## src/shared/bmc_defs.svh

```systemverilog
// Register offsets, field positions, reset values and timing counts of the bus master config block
`ifndef BMC_DEFS_SVH
`define BMC_DEFS_SVH

// ------------------------------------------------------------
// Register map
// ------------------------------------------------------------
`define BMC_ADDR_W 8
`define BMC_OFS_CONFIG 8'h00
`define BMC_OFS_STATUS 8'h04
`define BMC_OFS_DESC_BASE 8'h08

// ------------------------------------------------------------
// Config register fields
// ------------------------------------------------------------
`define BMC_SWR_BIT 0
`define BMC_ARB_BIT 1
`define BMC_GAP_LSB 2
`define BMC_GAP_MSB 6
`define BMC_BBE_BIT 7
`define BMC_BL_LSB 8
`define BMC_BL_MSB 13
`define BMC_CA_LSB 14
`define BMC_CA_MSB 15
`define BMC_RW_MASK 32'h0000fffe
`define BMC_GAP_RESET 5'h04

// ------------------------------------------------------------
// Burst length codes and limits
// ------------------------------------------------------------
`define BMC_BL_CA 6'h00
`define BMC_BL_1 6'h01
`define BMC_BL_2 6'h02
`define BMC_BL_4 6'h04
`define BMC_BL_8 6'h08
`define BMC_BL_16 6'h10
`define BMC_BL_32 6'h20
`define BMC_CA_8 2'h1
`define BMC_CA_16 2'h2
`define BMC_CA_32 2'h3
`define BMC_LEN_0 6'h00
`define BMC_LEN_1 6'h01
`define BMC_LEN_2 6'h02
`define BMC_LEN_4 6'h04
`define BMC_LEN_8 6'h08
`define BMC_LEN_16 6'h10
`define BMC_LEN_32 6'h20

// ------------------------------------------------------------
// Timing
// ------------------------------------------------------------
`define BMC_SWR_NS 200
`define BMC_CLK_NS 50
`define BMC_SWR_CYCLES 3'h4
`define BMC_ONE_CNT 3'h1
`define BMC_ONE_LEN 6'h01

`endif

```

## src/shared/bmc_pkg.sv

```systemverilog
// Types shared by the bus master config block
package bmc_pkg;
    // Soft reset sequencer states
    typedef enum logic [1:0] {
        BMC_IDLE,
        BMC_RESET
    } bmc_rst_state_t;

    // Arbiter grant owner
    typedef enum logic [1:0] {
        BMC_GNT_NONE,
        BMC_GNT_RX,
        BMC_GNT_TX
    } bmc_grant_t;
endpackage : bmc_pkg

```

## src/core/bmc_arbiter.sv

```systemverilog
// Internal bus arbiter between the transmit and receive DMA processes
`timescale 1ns/1ns
`include "bmc_defs.svh"

module bmc_arbiter (
    // Clock and reset
    input wire logic clock_i,
    input wire logic rst_i,
    input wire logic soft_rst_i,
    // Mode
    input wire logic tx_rx_priority_select_i,
    // Requests
    input wire logic rx_req_i,
    input wire logic tx_req_i,
    input wire logic bus_done_i,
    // Grant
    output bmc_pkg::bmc_grant_t grant_o
);
    import bmc_pkg::*;

    bmc_grant_t grant_reg; // Current owner of the internal bus
    logic last_rx_reg; // Rx held the bus last, used for fair turns

    assign grant_o = grant_reg;

    // ------------------------------------------------------------
    // Grant selection
    // ------------------------------------------------------------
    // A grant holds until the owner signals done, so a burst is never split
    always_ff @(posedge clock_i or posedge rst_i) begin
        if (rst_i) begin
            grant_reg <= BMC_GNT_NONE;
        end else if (soft_rst_i) begin
            grant_reg <= BMC_GNT_NONE;
        end else if (grant_reg == BMC_GNT_NONE || bus_done_i) begin
            if (rx_req_i && tx_req_i) begin
                if (tx_rx_priority_select_i) begin
                    // Equal priority: alternate turns
                    grant_reg <= last_rx_reg ? BMC_GNT_TX : BMC_GNT_RX;
                end else begin
                    // Receive always wins, it cannot be throttled by the wire
                    grant_reg <= BMC_GNT_RX;
                end
            end else if (rx_req_i) begin
                grant_reg <= BMC_GNT_RX;
            end else if (tx_req_i) begin
                grant_reg <= BMC_GNT_TX;
            end else begin
                grant_reg <= BMC_GNT_NONE;
            end
        end
    end

    // Remember who had the bus last
    always_ff @(posedge clock_i or posedge rst_i) begin
        if (rst_i) begin
            last_rx_reg <= 1'b0;
        end else if (grant_reg == BMC_GNT_RX) begin
            last_rx_reg <= 1'b1;
        end else if (grant_reg == BMC_GNT_TX) begin
            last_rx_reg <= 1'b0;
        end
    end
endmodule : bmc_arbiter

```

## src/core/bmc_burst_limit.sv

```systemverilog
// Burst length limit decoder from the burst length and boundary fields
`timescale 1ns/1ns
`include "bmc_defs.svh"

module bmc_burst_limit (
    // Fields
    input wire logic [5:0] burst_length_field_i,
    input wire logic [1:0] burst_boundary_select_i,
    // Result
    output logic [5:0] max_words_o,
    output logic code_bad_o
);
    import bmc_pkg::*;

    // ------------------------------------------------------------
    // Decode
    // ------------------------------------------------------------
    // Reserved codes give zero, which stops the engine rather than guessing a size
    always_comb begin
        code_bad_o = 1'b0;
        unique case (burst_length_field_i)
            `BMC_BL_1: max_words_o = `BMC_LEN_1;
            `BMC_BL_2: max_words_o = `BMC_LEN_2;
            `BMC_BL_4: max_words_o = `BMC_LEN_4;
            `BMC_BL_8: max_words_o = `BMC_LEN_8;
            `BMC_BL_16: max_words_o = `BMC_LEN_16;
            `BMC_BL_32: max_words_o = `BMC_LEN_32;
            `BMC_BL_CA: begin
                // Defer to the boundary setting
                unique case (burst_boundary_select_i)
                    `BMC_CA_8: max_words_o = `BMC_LEN_8;
                    `BMC_CA_16: max_words_o = `BMC_LEN_16;
                    `BMC_CA_32: max_words_o = `BMC_LEN_32;
                    default: begin
                        max_words_o = `BMC_LEN_0;
                        code_bad_o = 1'b1;
                    end
                endcase
            end
            default: begin
                max_words_o = `BMC_LEN_0;
                code_bad_o = 1'b1;
            end
        endcase
    end
endmodule : bmc_burst_limit

```

## src/core/bmc_ctrl.sv

```systemverilog
// Bus master configuration register, soft reset sequencer and DMA burst control
`timescale 1ns/1ns
`include "bmc_defs.svh"

module bmc_ctrl (
    // Clock and reset
    input wire logic clock_i,
    input wire logic rst_i,
    // Register port
    input wire logic [`BMC_ADDR_W-1:0] reg_addr_i,
    input wire logic [31:0] reg_wdata_i,
    input wire logic reg_wr_i,
    input wire logic reg_rd_i,
    output logic [31:0] reg_rdata_o,
    // Target access handshake
    input wire logic target_access_i,
    output logic target_ready_o,
    // DMA requests
    input wire logic rx_req_i,
    input wire logic tx_req_i,
    input wire logic [31:0] dma_word_i,
    input wire logic desc_advance_i,
    input wire logic [31:0] desc_start_i,
    // DMA side outputs
    output logic rx_grant_o,
    output logic tx_grant_o,
    output logic word_valid_o,
    output logic [31:0] dma_word_o,
    output logic burst_last_o,
    output logic [31:0] next_desc_addr_o,
    output logic soft_reset_o
);
    import bmc_pkg::*;

    // ------------------------------------------------------------
    // State
    // ------------------------------------------------------------
    logic [31:0] config_reg; // Writable config bits, reset bit kept apart
    logic soft_reset_bit_reg; // Self-clearing reset request, readable
    bmc_rst_state_t rst_state_reg; // Soft reset sequencer
    logic [2:0] rst_cnt_reg; // Cycles spent in soft reset
    logic [31:0] desc_base_reg; // Descriptor base, spared by soft reset
    logic [5:0] word_cnt_reg; // Words moved in current burst
    logic [31:0] rdata_reg; // Read data, stands one cycle
    logic target_ready_reg; // Target ready to the host side
    logic word_valid_reg; // Data word to memory valid
    logic [31:0] dma_word_reg; // Data word after byte order
    logic burst_last_reg; // Final word of a burst
    logic [31:0] next_desc_reg; // Next descriptor address
    logic grant_rx_reg; // Registered receive grant
    logic grant_tx_reg; // Registered transmit grant
    logic burst_done_reg; // Pulse when a burst ends
    logic soft_rst_active; // Soft reset sequence running
    logic [5:0] max_words; // Decoded burst word limit
    logic code_bad; // Reserved burst code selected
    bmc_grant_t grant; // Arbiter grant
    logic cfg_wr; // Write to the config register
    logic moving; // A word moves this cycle

    assign soft_rst_active = (rst_state_reg == BMC_RESET);
    assign cfg_wr = reg_wr_i && (reg_addr_i == `BMC_OFS_CONFIG);
    assign moving = (grant != BMC_GNT_NONE) && !code_bad && !soft_rst_active &&
                    ((grant == BMC_GNT_RX) ? rx_req_i : tx_req_i);

    // Swap bytes of a long word for big endian buffers
    function automatic logic [31:0] bmc_swap(input logic [31:0] w, input logic big);
        bmc_swap = big ? {w[7:0], w[15:8], w[23:16], w[31:24]} : w;
    endfunction : bmc_swap

    // Config value after either reset: only the gap field is nonzero
    function automatic logic [31:0] bmc_cfg_reset();
        bmc_cfg_reset = {16'h0000, 8'h00, 1'b0, `BMC_GAP_RESET, 2'h0};
    endfunction : bmc_cfg_reset

    // ------------------------------------------------------------
    // Submodules
    // ------------------------------------------------------------
    bmc_burst_limit u_limit (
        .burst_length_field_i(config_reg[`BMC_BL_MSB:`BMC_BL_LSB]),
        .burst_boundary_select_i(config_reg[`BMC_CA_MSB:`BMC_CA_LSB]),
        .max_words_o(max_words),
        .code_bad_o(code_bad)
    );

    bmc_arbiter u_arb (
        .clock_i(clock_i),
        .rst_i(rst_i),
        .soft_rst_i(soft_rst_active),
        .tx_rx_priority_select_i(config_reg[`BMC_ARB_BIT]),
        .rx_req_i(rx_req_i),
        .tx_req_i(tx_req_i),
        .bus_done_i(burst_done_reg),
        .grant_o(grant)
    );

    // ------------------------------------------------------------
    // Configuration register
    // ------------------------------------------------------------
    // Writes during soft reset are not taken; the target stalls them anyway
    always_ff @(posedge clock_i or posedge rst_i) begin
        if (rst_i) begin
            config_reg <= bmc_cfg_reset();
        end else if (soft_rst_active) begin
            config_reg <= bmc_cfg_reset();
        end else if (cfg_wr) begin
            // Reserved bits are masked off and read zero
            config_reg <= reg_wdata_i & `BMC_RW_MASK;
        end
    end

    // Descriptor base survives soft reset like the address registers
    always_ff @(posedge clock_i or posedge rst_i) begin
        if (rst_i) begin
            desc_base_reg <= 32'h0000_0000;
        end else if (reg_wr_i && reg_addr_i == `BMC_OFS_DESC_BASE && !soft_rst_active) begin
            desc_base_reg <= reg_wdata_i;
        end
    end

    // ------------------------------------------------------------
    // Soft reset sequencer
    // ------------------------------------------------------------
    always_ff @(posedge clock_i or posedge rst_i) begin
        if (rst_i) begin
            rst_state_reg <= BMC_IDLE;
            rst_cnt_reg <= 3'h0;
            soft_reset_bit_reg <= 1'b0;
        end else begin
            unique case (rst_state_reg)
                BMC_IDLE: begin
                    // Arm on a write of one to the reset bit
                    if (cfg_wr && reg_wdata_i[`BMC_SWR_BIT]) begin
                        rst_state_reg <= BMC_RESET;
                        rst_cnt_reg <= `BMC_ONE_CNT;
                        soft_reset_bit_reg <= 1'b1;
                    end
                end
                BMC_RESET: begin
                    // Fourth cycle: release and clear the bit
                    if (rst_cnt_reg == `BMC_SWR_CYCLES) begin
                        rst_state_reg <= BMC_IDLE;
                        rst_cnt_reg <= 3'h0;
                        soft_reset_bit_reg <= 1'b0;
                    end else begin
                        rst_cnt_reg <= rst_cnt_reg + `BMC_ONE_CNT;
                    end
                end
            endcase
        end
    end

    // Target ready is withheld for every reset cycle
    always_ff @(posedge clock_i or posedge rst_i) begin
        if (rst_i) begin
            target_ready_reg <= 1'b0;
        end else begin
            target_ready_reg <= target_access_i && !soft_rst_active &&
                                !(cfg_wr && reg_wdata_i[`BMC_SWR_BIT]);
        end
    end

    // ------------------------------------------------------------
    // Register reads
    // ------------------------------------------------------------
    // Unmapped addresses read zero; reserved config bits read zero
    always_ff @(posedge clock_i or posedge rst_i) begin
        if (rst_i) begin
            rdata_reg <= 32'h0000_0000;
        end else if (reg_rd_i) begin
            // The reset bit lives apart from the stored fields
            unique case (reg_addr_i)
                `BMC_OFS_CONFIG: rdata_reg <= config_reg | {31'h0, soft_reset_bit_reg};
                `BMC_OFS_STATUS: rdata_reg <= {16'h0000, 1'b0, code_bad, grant, 6'h00, word_cnt_reg};
                `BMC_OFS_DESC_BASE: rdata_reg <= desc_base_reg;
                default: rdata_reg <= 32'h0000_0000;
            endcase
        end else begin
            rdata_reg <= 32'h0000_0000;
        end
    end

    // ------------------------------------------------------------
    // Burst engine
    // ------------------------------------------------------------
    // Counts words and ends the burst at the decoded limit
    always_ff @(posedge clock_i or posedge rst_i) begin
        if (rst_i) begin
            word_cnt_reg <= 6'h00;
            burst_last_reg <= 1'b0;
            burst_done_reg <= 1'b0;
        end else if (soft_rst_active) begin
            word_cnt_reg <= 6'h00;
            burst_last_reg <= 1'b0;
            burst_done_reg <= 1'b0;
        end else if (burst_done_reg) begin
            // One idle cycle lets the arbiter switch owner
            word_cnt_reg <= 6'h00;
            burst_last_reg <= 1'b0;
            burst_done_reg <= 1'b0;
        end else if (moving) begin
            // Limit reached: close the burst
            if (word_cnt_reg + `BMC_ONE_LEN >= max_words) begin
                word_cnt_reg <= 6'h00;
                burst_last_reg <= 1'b1;
                burst_done_reg <= 1'b1;
            end else begin
                word_cnt_reg <= word_cnt_reg + `BMC_ONE_LEN;
                burst_last_reg <= 1'b0;
            end
        end else begin
            burst_last_reg <= 1'b0;
        end
    end

    // Data word path with buffer byte order
    always_ff @(posedge clock_i or posedge rst_i) begin
        if (rst_i) begin
            word_valid_reg <= 1'b0;
            dma_word_reg <= 32'h0000_0000;
        end else begin
            // Loaded every cycle, swapped only when big endian is set; valid marks the real words
            word_valid_reg <= moving && !burst_done_reg;
            dma_word_reg <= bmc_swap(dma_word_i, config_reg[`BMC_BBE_BIT]);
        end
    end

    // Grants registered for the DMA engines
    always_ff @(posedge clock_i or posedge rst_i) begin
        if (rst_i) begin
            grant_rx_reg <= 1'b0;
            grant_tx_reg <= 1'b0;
        end else begin
            // One cycle behind the arbiter
            grant_rx_reg <= (grant == BMC_GNT_RX);
            grant_tx_reg <= (grant == BMC_GNT_TX);
        end
    end

    // ------------------------------------------------------------
    // Descriptor chaining
    // ------------------------------------------------------------
    // Gap is in long words, so shift by two for a byte address
    always_ff @(posedge clock_i or posedge rst_i) begin
        if (rst_i) begin
            next_desc_reg <= 32'h0000_0000;
        end else if (soft_rst_active) begin
            // Soft reset drops the computed address
            next_desc_reg <= 32'h0000_0000;
        end else if (desc_advance_i) begin
            next_desc_reg <= desc_start_i + {25'h0, config_reg[`BMC_GAP_MSB:`BMC_GAP_LSB], 2'h0};
        end
    end

    // ------------------------------------------------------------
    // Outputs
    // ------------------------------------------------------------
    assign reg_rdata_o = rdata_reg;
    assign target_ready_o = target_ready_reg;
    assign rx_grant_o = grant_rx_reg;
    assign tx_grant_o = grant_tx_reg;
    assign word_valid_o = word_valid_reg;
    assign dma_word_o = dma_word_reg;
    assign burst_last_o = burst_last_reg;
    assign next_desc_addr_o = next_desc_reg;
    assign soft_reset_o = soft_reset_bit_reg;
endmodule : bmc_ctrl

```

## config.mk

```make
export PLATFORM = sky130hd
export DESIGN_NAME = bmc_ctrl
export DESIGN_NICKNAME = d
export VERILOG_FILES = /design/src/shared/bmc_pkg.sv /design/src/core/bmc_arbiter.sv /design/src/core/bmc_burst_limit.sv /design/src/core/bmc_ctrl.sv
export VERILOG_INCLUDE_DIRS = /design/src /design/src/shared
export SDC_FILE = /design/constraint.sdc
export NUM_CORES = 1
export LEC_CHECK = 0
export ABC_AREA = 0
export BUFFER_PORTS_ARGS = -buffer_cell sky130_fd_sc_hd__buf_2
export CAP_MARGIN = 20
export CORE_MARGIN = 2
export CORE_UTILIZATION = 45
export DETAILED_ROUTE_END_ITERATION = 10
export GPL_TIMING_DRIVEN = 0
export PLACE_DENSITY = 0.83
export SETUP_SLACK_MARGIN = 0.4
export SLEW_MARGIN = 20
export SYNTH_ARGS = -nofsm -noshare
export SYNTH_HDL_FRONTEND = slang
export SYNTH_SLANG_ARGS = --single-unit
```

## constraint.sdc

```tcl
create_clock -name clock_i -period 11.6 [get_ports clock_i]
set_clock_uncertainty 0.05 [all_clocks]
set_input_delay 0.58 -clock clock_i [delete_from_list [all_inputs] [get_ports clock_i]]
set_output_delay 0.58 -clock clock_i [all_outputs]
set_load 0.02 [all_outputs]
```

# Word-level counts from Yosys, hierarchy flattened
# Index checks and enable logic that the tools add are counted.
# word_totals
input_bits	112
ramBits	0
mem_bits_ro	0
latchBits	0
memories	0
out_inout_bits	102
elab_cells	105
ff_bits	180
# op_classes
n_mul	0
n_reduce_logical	29
n_addsub	3
n_eq_ne	17
mux	38
n_bitwise	1
order_cmp	1
n_shift	0
n_div	0
# op_table
op	n
32-bit 2-to-1 mux	6
32-bit case mux with 3 select lines	1
6-bit case mux with 7 select lines	1
32-bit by 7-bit adder with 32-bit output	1
32-bit by 1-bit OR with 32-bit output	1
6-bit 2-to-1 mux	4
2-bit 2-to-1 mux	9
6-bit case mux with 3 select lines	1
1-bit logical AND	11
1-bit 2-to-1 mux	10
2-bit nonzero test	5
8-bit by 3-bit equality test with 1-bit output (second input constant)	1
8-bit by 4-bit equality test with 1-bit output (second input constant)	1
8-bit zero test	1
6-bit by 1-bit adder with 6-bit output (second input constant)	1
2-bit by 1-bit equality test with 1-bit output (second input constant)	3
2-bit equality test (second input constant)	3
6-bit by 1-bit equality test with 1-bit output (second input constant)	1
6-bit by 2-bit equality test with 1-bit output (second input constant)	1
6-bit by 3-bit equality test with 1-bit output (second input constant)	1
6-bit by 4-bit equality test with 1-bit output (second input constant)	1
6-bit by 5-bit equality test with 1-bit output (second input constant)	1
6-bit equality test (second input constant)	1
6-bit greater-or-equal comparator	1
other kinds (16)	22

# Longest topological paths before layout
# Gate-level depths: netlist of run 1.
# depth
word_depth	11
mapped_depth	11
ltp_nobuf	10

# Hierarchy
# A second synthesis of run 1 with hierarchy kept.
# hier_totals
cells_unflattened	667
area_unflattened_um2	7437.1
# by_module_without_submodules
mod	seq_area_each_um2	cells_each	area_per_inst_um2	instances
bmc_ctrl	3955.0	627	7111.8	1
bmc_arbiter	75.1	18	185.2	1
bmc_burst_limit	0.0	22	140.1	1

# Least setup slack after synthesis of run 1
# Ideal clock, no wire load.
# synth_path
kind	reg2reg
start	reg config_reg[11]
end	reg word_cnt_reg[5]
arrival_ns	2.588
path_stages_with_launch	11
path_buffers	1
required_time_ns	11.478
setup_slack_ns	8.890
setup_time_ns	0.072
synth_period_minus_slack_ns	2.710
cell_sequence	dfrtp_1 -> clkbuf_1 -> or4_1 -> nor3b_1 -> ha_1 -> nand2b_1 -> a31oi_1 -> o21ai_1 -> nand2b_1 -> mux2_2 -> nor2_1
# synth_via
elab_chain_len	8
elab_cells_between_ends	20
classes_between	order compare (1); eq/ne (6); mux (6); reduce/logical (7)
# synth_rtl
item	line_no	source
start: declaration	bmc_ctrl.sv:38	logic [31:0] config_reg;
start signal: assignment	bmc_ctrl.sv:102	config_reg <= bmc_cfg_reset();
start signal: assignment	bmc_ctrl.sv:104	config_reg <= bmc_cfg_reset();
start signal: assignment	bmc_ctrl.sv:107	config_reg <= reg_wdata_i & `BMC_RW_MASK;
parallel branches: the longest is 8 deep, another holds 6-bit greater-or-equal comparator	--	
end signal: assignment	bmc_ctrl.sv:207	word_cnt_reg <= word_cnt_reg + `BMC_ONE_LEN;
end: declaration	bmc_ctrl.sv:43	logic [5:0] word_cnt_reg;
# Parallel ways; which one is timed is not known. The select of a mux whose other input is x is not followed.
# A chain may end at the register's enable or synchronous reset.

# Final worst setup path of run 1
# Ends and elaborated chain as after synthesis.

==> impl_metrics.sql, run 1 <==
INSERT INTO impl_metrics (metric_group, metric, value, unit) VALUES
('outcome', 'outcome', 'completed', ''),
('grt', 'via_count_of_the_first_global_routing_pass', '5599', ''),
('detailed_routing', 'routedWlPerCell', '15.8', 'um'),
('detailed_routing', 'route.detailed.drc', '0', ''),
('synthesis', 'yosys_warnings', '0', ''),
('sta', 'period_share', '26.5', '%'),
('worst_hold_path', 'hp-class', 'primary input to async pin', ''),
('power_and_ir_drop', 'power_leakage', '4.52', 'nW'),
('critical_path', 'path_class', 'register to register', ''),
('synthesis', 'postSynthNetCount', '761', ''),
('power_and_ir_drop', 'worst_ir_drop_vdd', '0.103', 'mV'),
('critical_path', 'end_kind', 'register', ''),
('grt', 'grt_usage', '20.5', '%'),
('placement', 'dpl.cell_count', '1061', ''),
('finish', 'final_cell_mix', 'buf_2 (217), dfrtp_1 (160), nor2_1 (84)', ''),
('power_and_ir_drop', 'power.density_cell_area', '153', 'mW/mm^2'),
('finish', 'share_of_final_layout_standard_cells_stronger_than_drive_strength_1', '37.0', '%'),
('finish', 'final_net_count', '994', ''),
('floorplanning', 'top_level_ports', '214', ''),
('clocking', 'cts-root-to-sink-buffers', '2', ''),
('clocking', 'cts_hold_repair.buffers', '0', ''),
('sta', 'hold-worst-slack', '139', 'ps'),
('finish', 'layout.cells.non_filler', '1094', ''),
('synthesis', 'ys_ff_latch', '161', ''),
('grt', 'gr-total-overflow', '0', ''),
('detailed_routing', 'detailroute.via_count', '5570', ''),
('critical_path', 'crit_required', '11900', 'ps'),
('detailed_routing', 'detail_route.wirelength', '17200', 'um'),
('critical_path', 'cp_slowest_cell', 'or4_1', ''),
('clocking', 'tritoncts.num_buffers', '17', ''),
('floorplanning', 'floorplan.rows', '46', ''),
('clocking', 'clkSinkCount', '161', ''),
('synthesis', 'synth_cell_area', '0.00730', 'mm^2'),
('clocking', 'post_cts.repair.setup_buffers', '0', ''),
('sta', 'setup_violations', '0', ''),
('sta', 'timing.fmax', '0.325', 'GHz'),
('critical_path', 'critPathMostFrequentCell', 'nand2b_1', ''),
('sta', 'totalNegativeSetupSlack', '0', 'ps'),
('sta', 'final_hold_viol_count', '0', ''),
('clocking', 'cts-htree-levels', '4', ''),
('synthesis', 'netlist.area_leader.share', '54.9', '%'),
('placement', 'post-dp-hpwl', '12700', 'um'),
('floorplanning', 'die_y', '131', 'um'),
('clocking', 'cts-root-buf', 'clkbuf_16', ''),
('sta', 'finalMaxSlewViolations', '0', ''),
('sta', 'worst_pin_slew', '857', 'ps'),
('synthesis', 'syn_avg_cell_area', '11.6', 'um^2'),
('synthesis', 'synth_edf_count', '0', ''),
('clocking', 'insertion_delay', '420', 'ps'),
('grt', 'maximum_number_of_pins_on_one_net_before_global_route_repair', '96', ''),
('clocking', 'clkTransAtPathRegs', '70', 'ps'),
('sta', 'fin_ws', '8520', 'ps'),
('floorplanning', 'die_width', '131', 'um'),
('detailed_routing', 'dr.first_iter.drc_count', '306', ''),
('synthesis', 'netlist.top_cell.by_area', 'dfrtp_1', ''),
('finish', 'mostFrequentLayoutCell', 'buf_2', ''),
('critical_path', 'critPathArrivalTime', '3370', 'ps'),
('synthesis', 'post_synth_inst_count', '631', ''),
('finish', 'synthToLayoutAreaGrowth', '26.3', '%'),
('detailed_routing', 'vias_per_cell', '5.09', ''),
('synthesis', 'ys_async_sr_fraction', '100', '%'),
('job', 'cap_viol_max_count', '0', ''),
('critical_path', 'crit_path_start_kind', 'register', ''),
('critical_path', 'worst_path_largest_cell_delay', '560', 'ps'),
('finish', 'post-route-util', '58.0', '%'),
('placement', 'routabilityCongestion', '0.872', ''),
('critical_path', 'critPathMaxFanout', '9', ''),
('grt', 'antenna_violations_before_repair', '2', ''),
('sta', 'final_min_period', '3080', 'ps'),
('placement', 'dp_worst_setup_slack', '8380', 'ps'),
('clocking', 'post_cts_resized', '0', '');
[final cells by class]
| type | instances | area (um^2) |
|---|---|---|
| Tap cell | 216 | 270 |
| Inverter | 14 | 60.1 |
| Buffer | 34 | 148 |
| Clock buffer | 19 | 443 |
| Fill cell | 1344 | 6670 |
| Antenna cell | 2 | 5.00 |
| Timing Repair Buffer | 214 | 1090 |
| Clock inverter | 12 | 98.8 |
| Multi-Input combinational cell | 422 | 3070 |
| Sequential cell | 161 | 4030 |
[routing by layer]
metal,wire length [um],GRT usage (%),vias to the layer above
met5,0,0,-
met4,420,7.91,0
met3,1190,5.86,28
met2,8500,34.6,191
met1,7140,24.9,2693
li1,-,-,2658
[stage by stage]
stage	power (mW)	cell area (um^2)
after floorplan	0.806	7300
after global placement	0.889	8630
after detailed placement	0.899	8670
after CTS	1.42	9210
after global routing	1.48	9210
final	1.41	9220
[power breakdown]
part           internal [mW]  switching, mW
Clock                  0.283          0.235
Sequential             0.607         0.0293
Combinational          0.102          0.150
[worst paths after layout]
check                      cells after the start  slack [ps]                           from                            end
setup / recovery                              10        8520     config_reg[11]$_DFFE_PP0P_    word_cnt_reg[5]$_DFFE_PP0P_
hold / removal                                 2         140                          rst_i  desc_base_reg[28]$_DFFE_PP0P_
setup reg to reg                              10        8520     config_reg[11]$_DFFE_PP0P_    word_cnt_reg[5]$_DFFE_PP0P_
hold reg to reg                                1         420  desc_base_reg[17]$_DFFE_PP0P_      reg_rdata_o[17]$_DFF_PP0_
max in group asynchronous                      3       10550                          rst_i      config_reg[4]$_DFFE_PP1P_
min in group clock_i                           2         320                target_access_i       target_ready_o$_DFF_PP0_
[Yosys cell counts (all sizes together), types with 8 or more instances]
cell type,instances
or3,10
nand2,23
ha,17
clkbuf,22
o21ai,20
xnor2,25
buf,12
and2,17
inv,14
nor3,14
dfrtp,160
a21oi,21
nor2,84
mux2,66
mux2i,40
nand3,8
a211oi,17
[kinds of logic (layout without fill, tap and decap cells)]
family | count (synthesis) | in the layout | synth area share [%]
XOR/XNOR | 29 | 29 | 3.48
buffers and inverters | 48 | 293 | 2.74
other | 0 | 2 | 0
AND/OR/NAND/NOR | 193 | 193 | 13.1
AO/OA/AOI/OAI | 76 | 76 | 6.60
flip-flops | 161 | 161 | 55.2
multiplexers | 106 | 106 | 15.7
adder cells (fa/ha/maj) | 18 | 18 | 3.19
[worst max-delay path, delay by kind of cell, from the launching register on]
family                   cells  cell delay (ps)
AO/OA/AOI/OAI                2              410
buffers and inverters        1              200
AND/OR/NAND/NOR              5             1400
adder cells (fa/ha/maj)      1              310
flip-flops                   1              370
multiplexers                 1              260
Note: power is estimated with default switching activity, not from simulation.
==> run 2, diff against run 1 <==
Settings changed: PLACE_DENSITY 0.83 to 0.86.
Clock period 11.6 ns to 2.47 ns, I/O delays scaled along.
==> run 2 against run 1 <==
  * The flow now finishes with violations (setup timing)
  * Wire length up 24%
  * Power grew to 5.1 times the previous value
  * Critical path depth stayed put
  * Flip-flop and latch count stayed put
  * Global-route usage grew 4.0 points
  * Sequential power rose to 4.7 times the previous value
  * Non-clock buffer count increased by 116
  * Via count is 14% higher
  * Sequential share of layout area is 7.0 points lower
  * First-iteration DRC count up 18%
  * Setup slack worse by 8700 ps
==> impl_metrics.sql, run 2 (same netlist as run 1, synthesis figures left out) <==
INSERT INTO impl_metrics (metric_group, metric, value, unit) VALUES
('placement', 'dp_worst_setup_slack', '-275', 'ps'),
('detailed_routing', 'detail_route.wirelength', '21400', 'um'),
('clocking', 'clkTransAtPathRegs', '70', 'ps'),
('finish', 'nFillCells', '1109', ''),
('sta', 'timing.fmax', '0.383', 'GHz'),
('detailed_routing', 'number_of_search_and_repair_iterations_in_the_first_detailed_routing_pass', '5', ''),
('worst_hold_path', 'hold-path-cell-count', '3', ''),
('outcome', 'violations', 'setup timing', ''),
('critical_path', 'worst_path_largest_cell_delay', '570', 'ps'),
('detailed_routing', 'dr.first_iter.drc_count', '360', ''),
('grt', 'via_count_of_the_first_global_routing_pass', '6577', ''),
('job', 'cap_viol_max_count', '0', ''),
('sta', 'final_hold_viol_count', '0', ''),
('detailed_routing', 'routedWlPerCell', '17.7', 'um'),
('floorplanning', 'die_width', '131', 'um'),
('grt', 'grt_pass1_wl', '33400', 'um'),
('worst_hold_path', 'end_point_of_the_worst_hold_path', 'next_desc_addr_o[25]$_DFFE_PP0P_', ''),
('critical_path', 'crit_path_start_kind', 'register', ''),
('finish', 'synthToLayoutAreaGrowth', '50.7', '%'),
('finish', 'mostFrequentLayoutCell', 'buf_2', ''),
('power_and_ir_drop', 'fin_total_pwr', '7.23', 'mW'),
('clocking', 'tritoncts.num_buffers', '17', ''),
('power_and_ir_drop', 'worst_ir_drop_vdd', '0.439', 'mV'),
('clocking', 'cts-root-buf', 'clkbuf_16', ''),
('detailed_routing', 'detailroute.via_count', '6347', ''),
('critical_path', 'critical_path.cell_chain', 'buf_2 -> or4_4 -> nor3b_4 -> ha_1 -> nand2b_4 -> a31oi_4 -> o21ai_4 -> nand2b_4 -> mux2_4 -> nor2_2', ''),
('floorplanning', 'floorplan.initialDensity', '45.9', '%'),
('clocking', 'cts_tree', 'yes', ''),
('floorplanning', 'die_y', '131', 'um'),
('critical_path', 'reg2reg_from', 'config_reg[11]$_DFFE_PP0P_', ''),
('critical_path', 'setup.reg_to_reg.worst_slack', '-140', 'ps'),
('clocking', 'insertion_delay', '420', 'ps'),
('power_and_ir_drop', 'power.density_cell_area', '657', 'mW/mm^2'),
('critical_path', 'end_kind', 'register', ''),
('finish', 'share_of_final_layout_standard_cells_stronger_than_drive_strength_1', '42.9', '%'),
('placement', 'port-buffer-count', '213', ''),
('sta', 'setup_violations', '6', ''),
('power_and_ir_drop', 'power_leakage', '5.32', 'nW'),
('critical_path', 'cp_slowest_cell', 'or4_4', ''),
('outcome', 'outcome', 'complete, but fails checks', ''),
('critical_path', 'worstReg2RegEnd', 'word_cnt_reg[5]$_DFFE_PP0P_', ''),
('floorplanning', 'floorplan.rows', '46', ''),
('finish', 'final_cell_mix', 'buf_2 (216), dfrtp_1 (155), dlygate4sd3_1 (92)', ''),
('floorplanning', 'top_level_ports', '214', ''),
('detailed_routing', 'route.detailed.drc', '0', ''),
('grt', 'gr-total-overflow', '0', ''),
('worst_hold_path', 'hp-class', 'primary input to register', ''),
('detailed_routing', 'post_drt_antenna_nets', '0', ''),
('detailed_routing', 'vias_per_cell', '5.25', ''),
('clocking', 'clkSinkCount', '161', ''),
('critical_path', 'logic_depth_of_the_worst_register_to_register_path', '10', ''),
('critical_path', 'critPathMostFrequentCell', 'nand2b_4', ''),
('finish', 'final_net_count', '1110', ''),
('critical_path', 'path_class', 'register to register', ''),
('placement', 'placedInstanceArea', '0.00883', 'mm^2'),
('grt', 'antenna_violations_before_repair', '1', ''),
('placement', 'post-dp-hpwl', '13300', 'um'),
('grt', 'grt_usage', '24.5', '%'),
('sta', 'period_share', '106', '%'),
('sta', 'totalNegativeSetupSlack', '-394', 'ps'),
('sta', 'final_min_period', '2610', 'ps'),
('worst_hold_path', 'timing.hold.worst.start', 'desc_start_i[25]', ''),
('sta', 'fin_ws', '-142', 'ps'),
('critical_path', 'critPathArrivalTime', '2920', 'ps'),
('finish', 'final_design_area_no_fill', '0.0110', 'mm^2'),
('sta', 'finalMaxSlewViolations', '0', ''),
('floorplanning', 'fp.dieArea', '0.0173', 'mm^2'),
('placement', 'routabilityCongestion', '0.878', ''),
('clocking', 'cts-htree-levels', '4', ''),
('critical_path', 'critPathMaxFanout', '9', ''),
('grt', 'maximum_number_of_pins_on_one_net_before_global_route_repair', '37', ''),
('clocking', 'cts-root-to-sink-buffers', '2', ''),
('sta', 'maxSlewHeadroom', '46.3', '%'),
('floorplanning', 'placeableCoreArea', '0.0159', 'mm^2'),
('sta', 'worst_pin_slew', '805', 'ps'),
('sta', 'rsz0062_at_grt', 'true', ''),
('critical_path', 'crit_required', '2770', 'ps');
-- run 2: cell count changes in the layout (fill, tap and decap cells not counted), sizes merged --
cell | previous run | this run
diode | 2 | 1
dlygate4sd3 | 0 | 92
buf | 226 | 253
clkbuf | 41 | 40
clkinv | 5 | 3
clkinvlp | 1 | 4
inv | 20 | 18
-- run 2: worst max path at each step --
stage | cells after the start | slack [ps] | from | endpoint
final | 10 | -140 | config_reg[11]$_DFFE_PP0P_ | word_cnt_reg[5]$_DFFE_PP0P_
after global routing | 10 | -200 | config_reg[13]$_DFFE_PP0P_ | word_cnt_reg[5]$_DFFE_PP0P_
after CTS | 10 | -210 | config_reg[13]$_DFFE_PP0P_ | word_cnt_reg[5]$_DFFE_PP0P_
after detailed placement | 10 | -270 | config_reg[11]$_DFFE_PP0P_ | word_cnt_reg[5]$_DFFE_PP0P_
after global placement | 2 | -700 | rst_i | next_desc_addr_o[25]$_DFFE_PP0P_
after floorplan | 10 | -80 | config_reg[13]$_DFFE_PP0P_ | word_cnt_reg[5]$_DFFE_PP0P_
-- run 2: metal layers --
layer	track usage [%]	share of wire [%]
met3	5.98	5.7
met2	41.3	51
met4	12.1	4.5
met5	0	0
met1	29.3	39
-- run 2: where the power goes --
part / switching (mW) / internal (mW)
registers: 0.149 / 2.85
logic: 0.906 / 0.797
clock network: 1.13 / 1.39
-- run 2: layout make-up --
| class | count | area (um^2) | share of cell area [%] |
|---|---|---|---|
| multi-input cells | 422 | 3610 | 32.8 |
| flip-flops and latches | 161 | 4040 | 36.7 |
| well taps | 216 | 270 | 2.46 |
| repair buffers | 330 | 2270 | 20.7 |
| plain buffers | 34 | 181 | 1.65 |
| clock inverters | 11 | 95.1 | 0.865 |
| clock buffers | 21 | 470 | 4.28 |
| inverters | 14 | 58.8 | 0.535 |
| diodes | 1 | 2.50 | 0.0228 |
-- run 2: repair_timing --
item | CTS | global route
cloned | 2 | 0
gates resized for setup | 48 | 61
pin swaps | 21 | 34
hold buffers | 92 | 0
endpoints found under the setup margin | 33 | 44
hold endpoints to repair | 128 | 0
buffers inserted | 15 | 3
-- run 2: critical path, delay by kind of cell, from the launching register on --
kind | cells | cell delay (ps)
buffers and inverters | 1 | 160
multiplexers | 1 | 270
AO/OA/AOI/OAI | 2 | 260
adder cells (fa/ha/maj) | 1 | 260
flip-flops | 1 | 350
AND/OR/NAND/NOR | 5 | 1180
-- run 2: per-stage QoR --
stage	util [%]	instances	hold slack, ps
after floorplan	-	631	199
after global placement	54.9	1060	280
after detailed placement	55.6	1065	151
after CTS	67.3	1206	6.13
after global routing	69.2	1210	1.71
final	69.2	1210	19.6
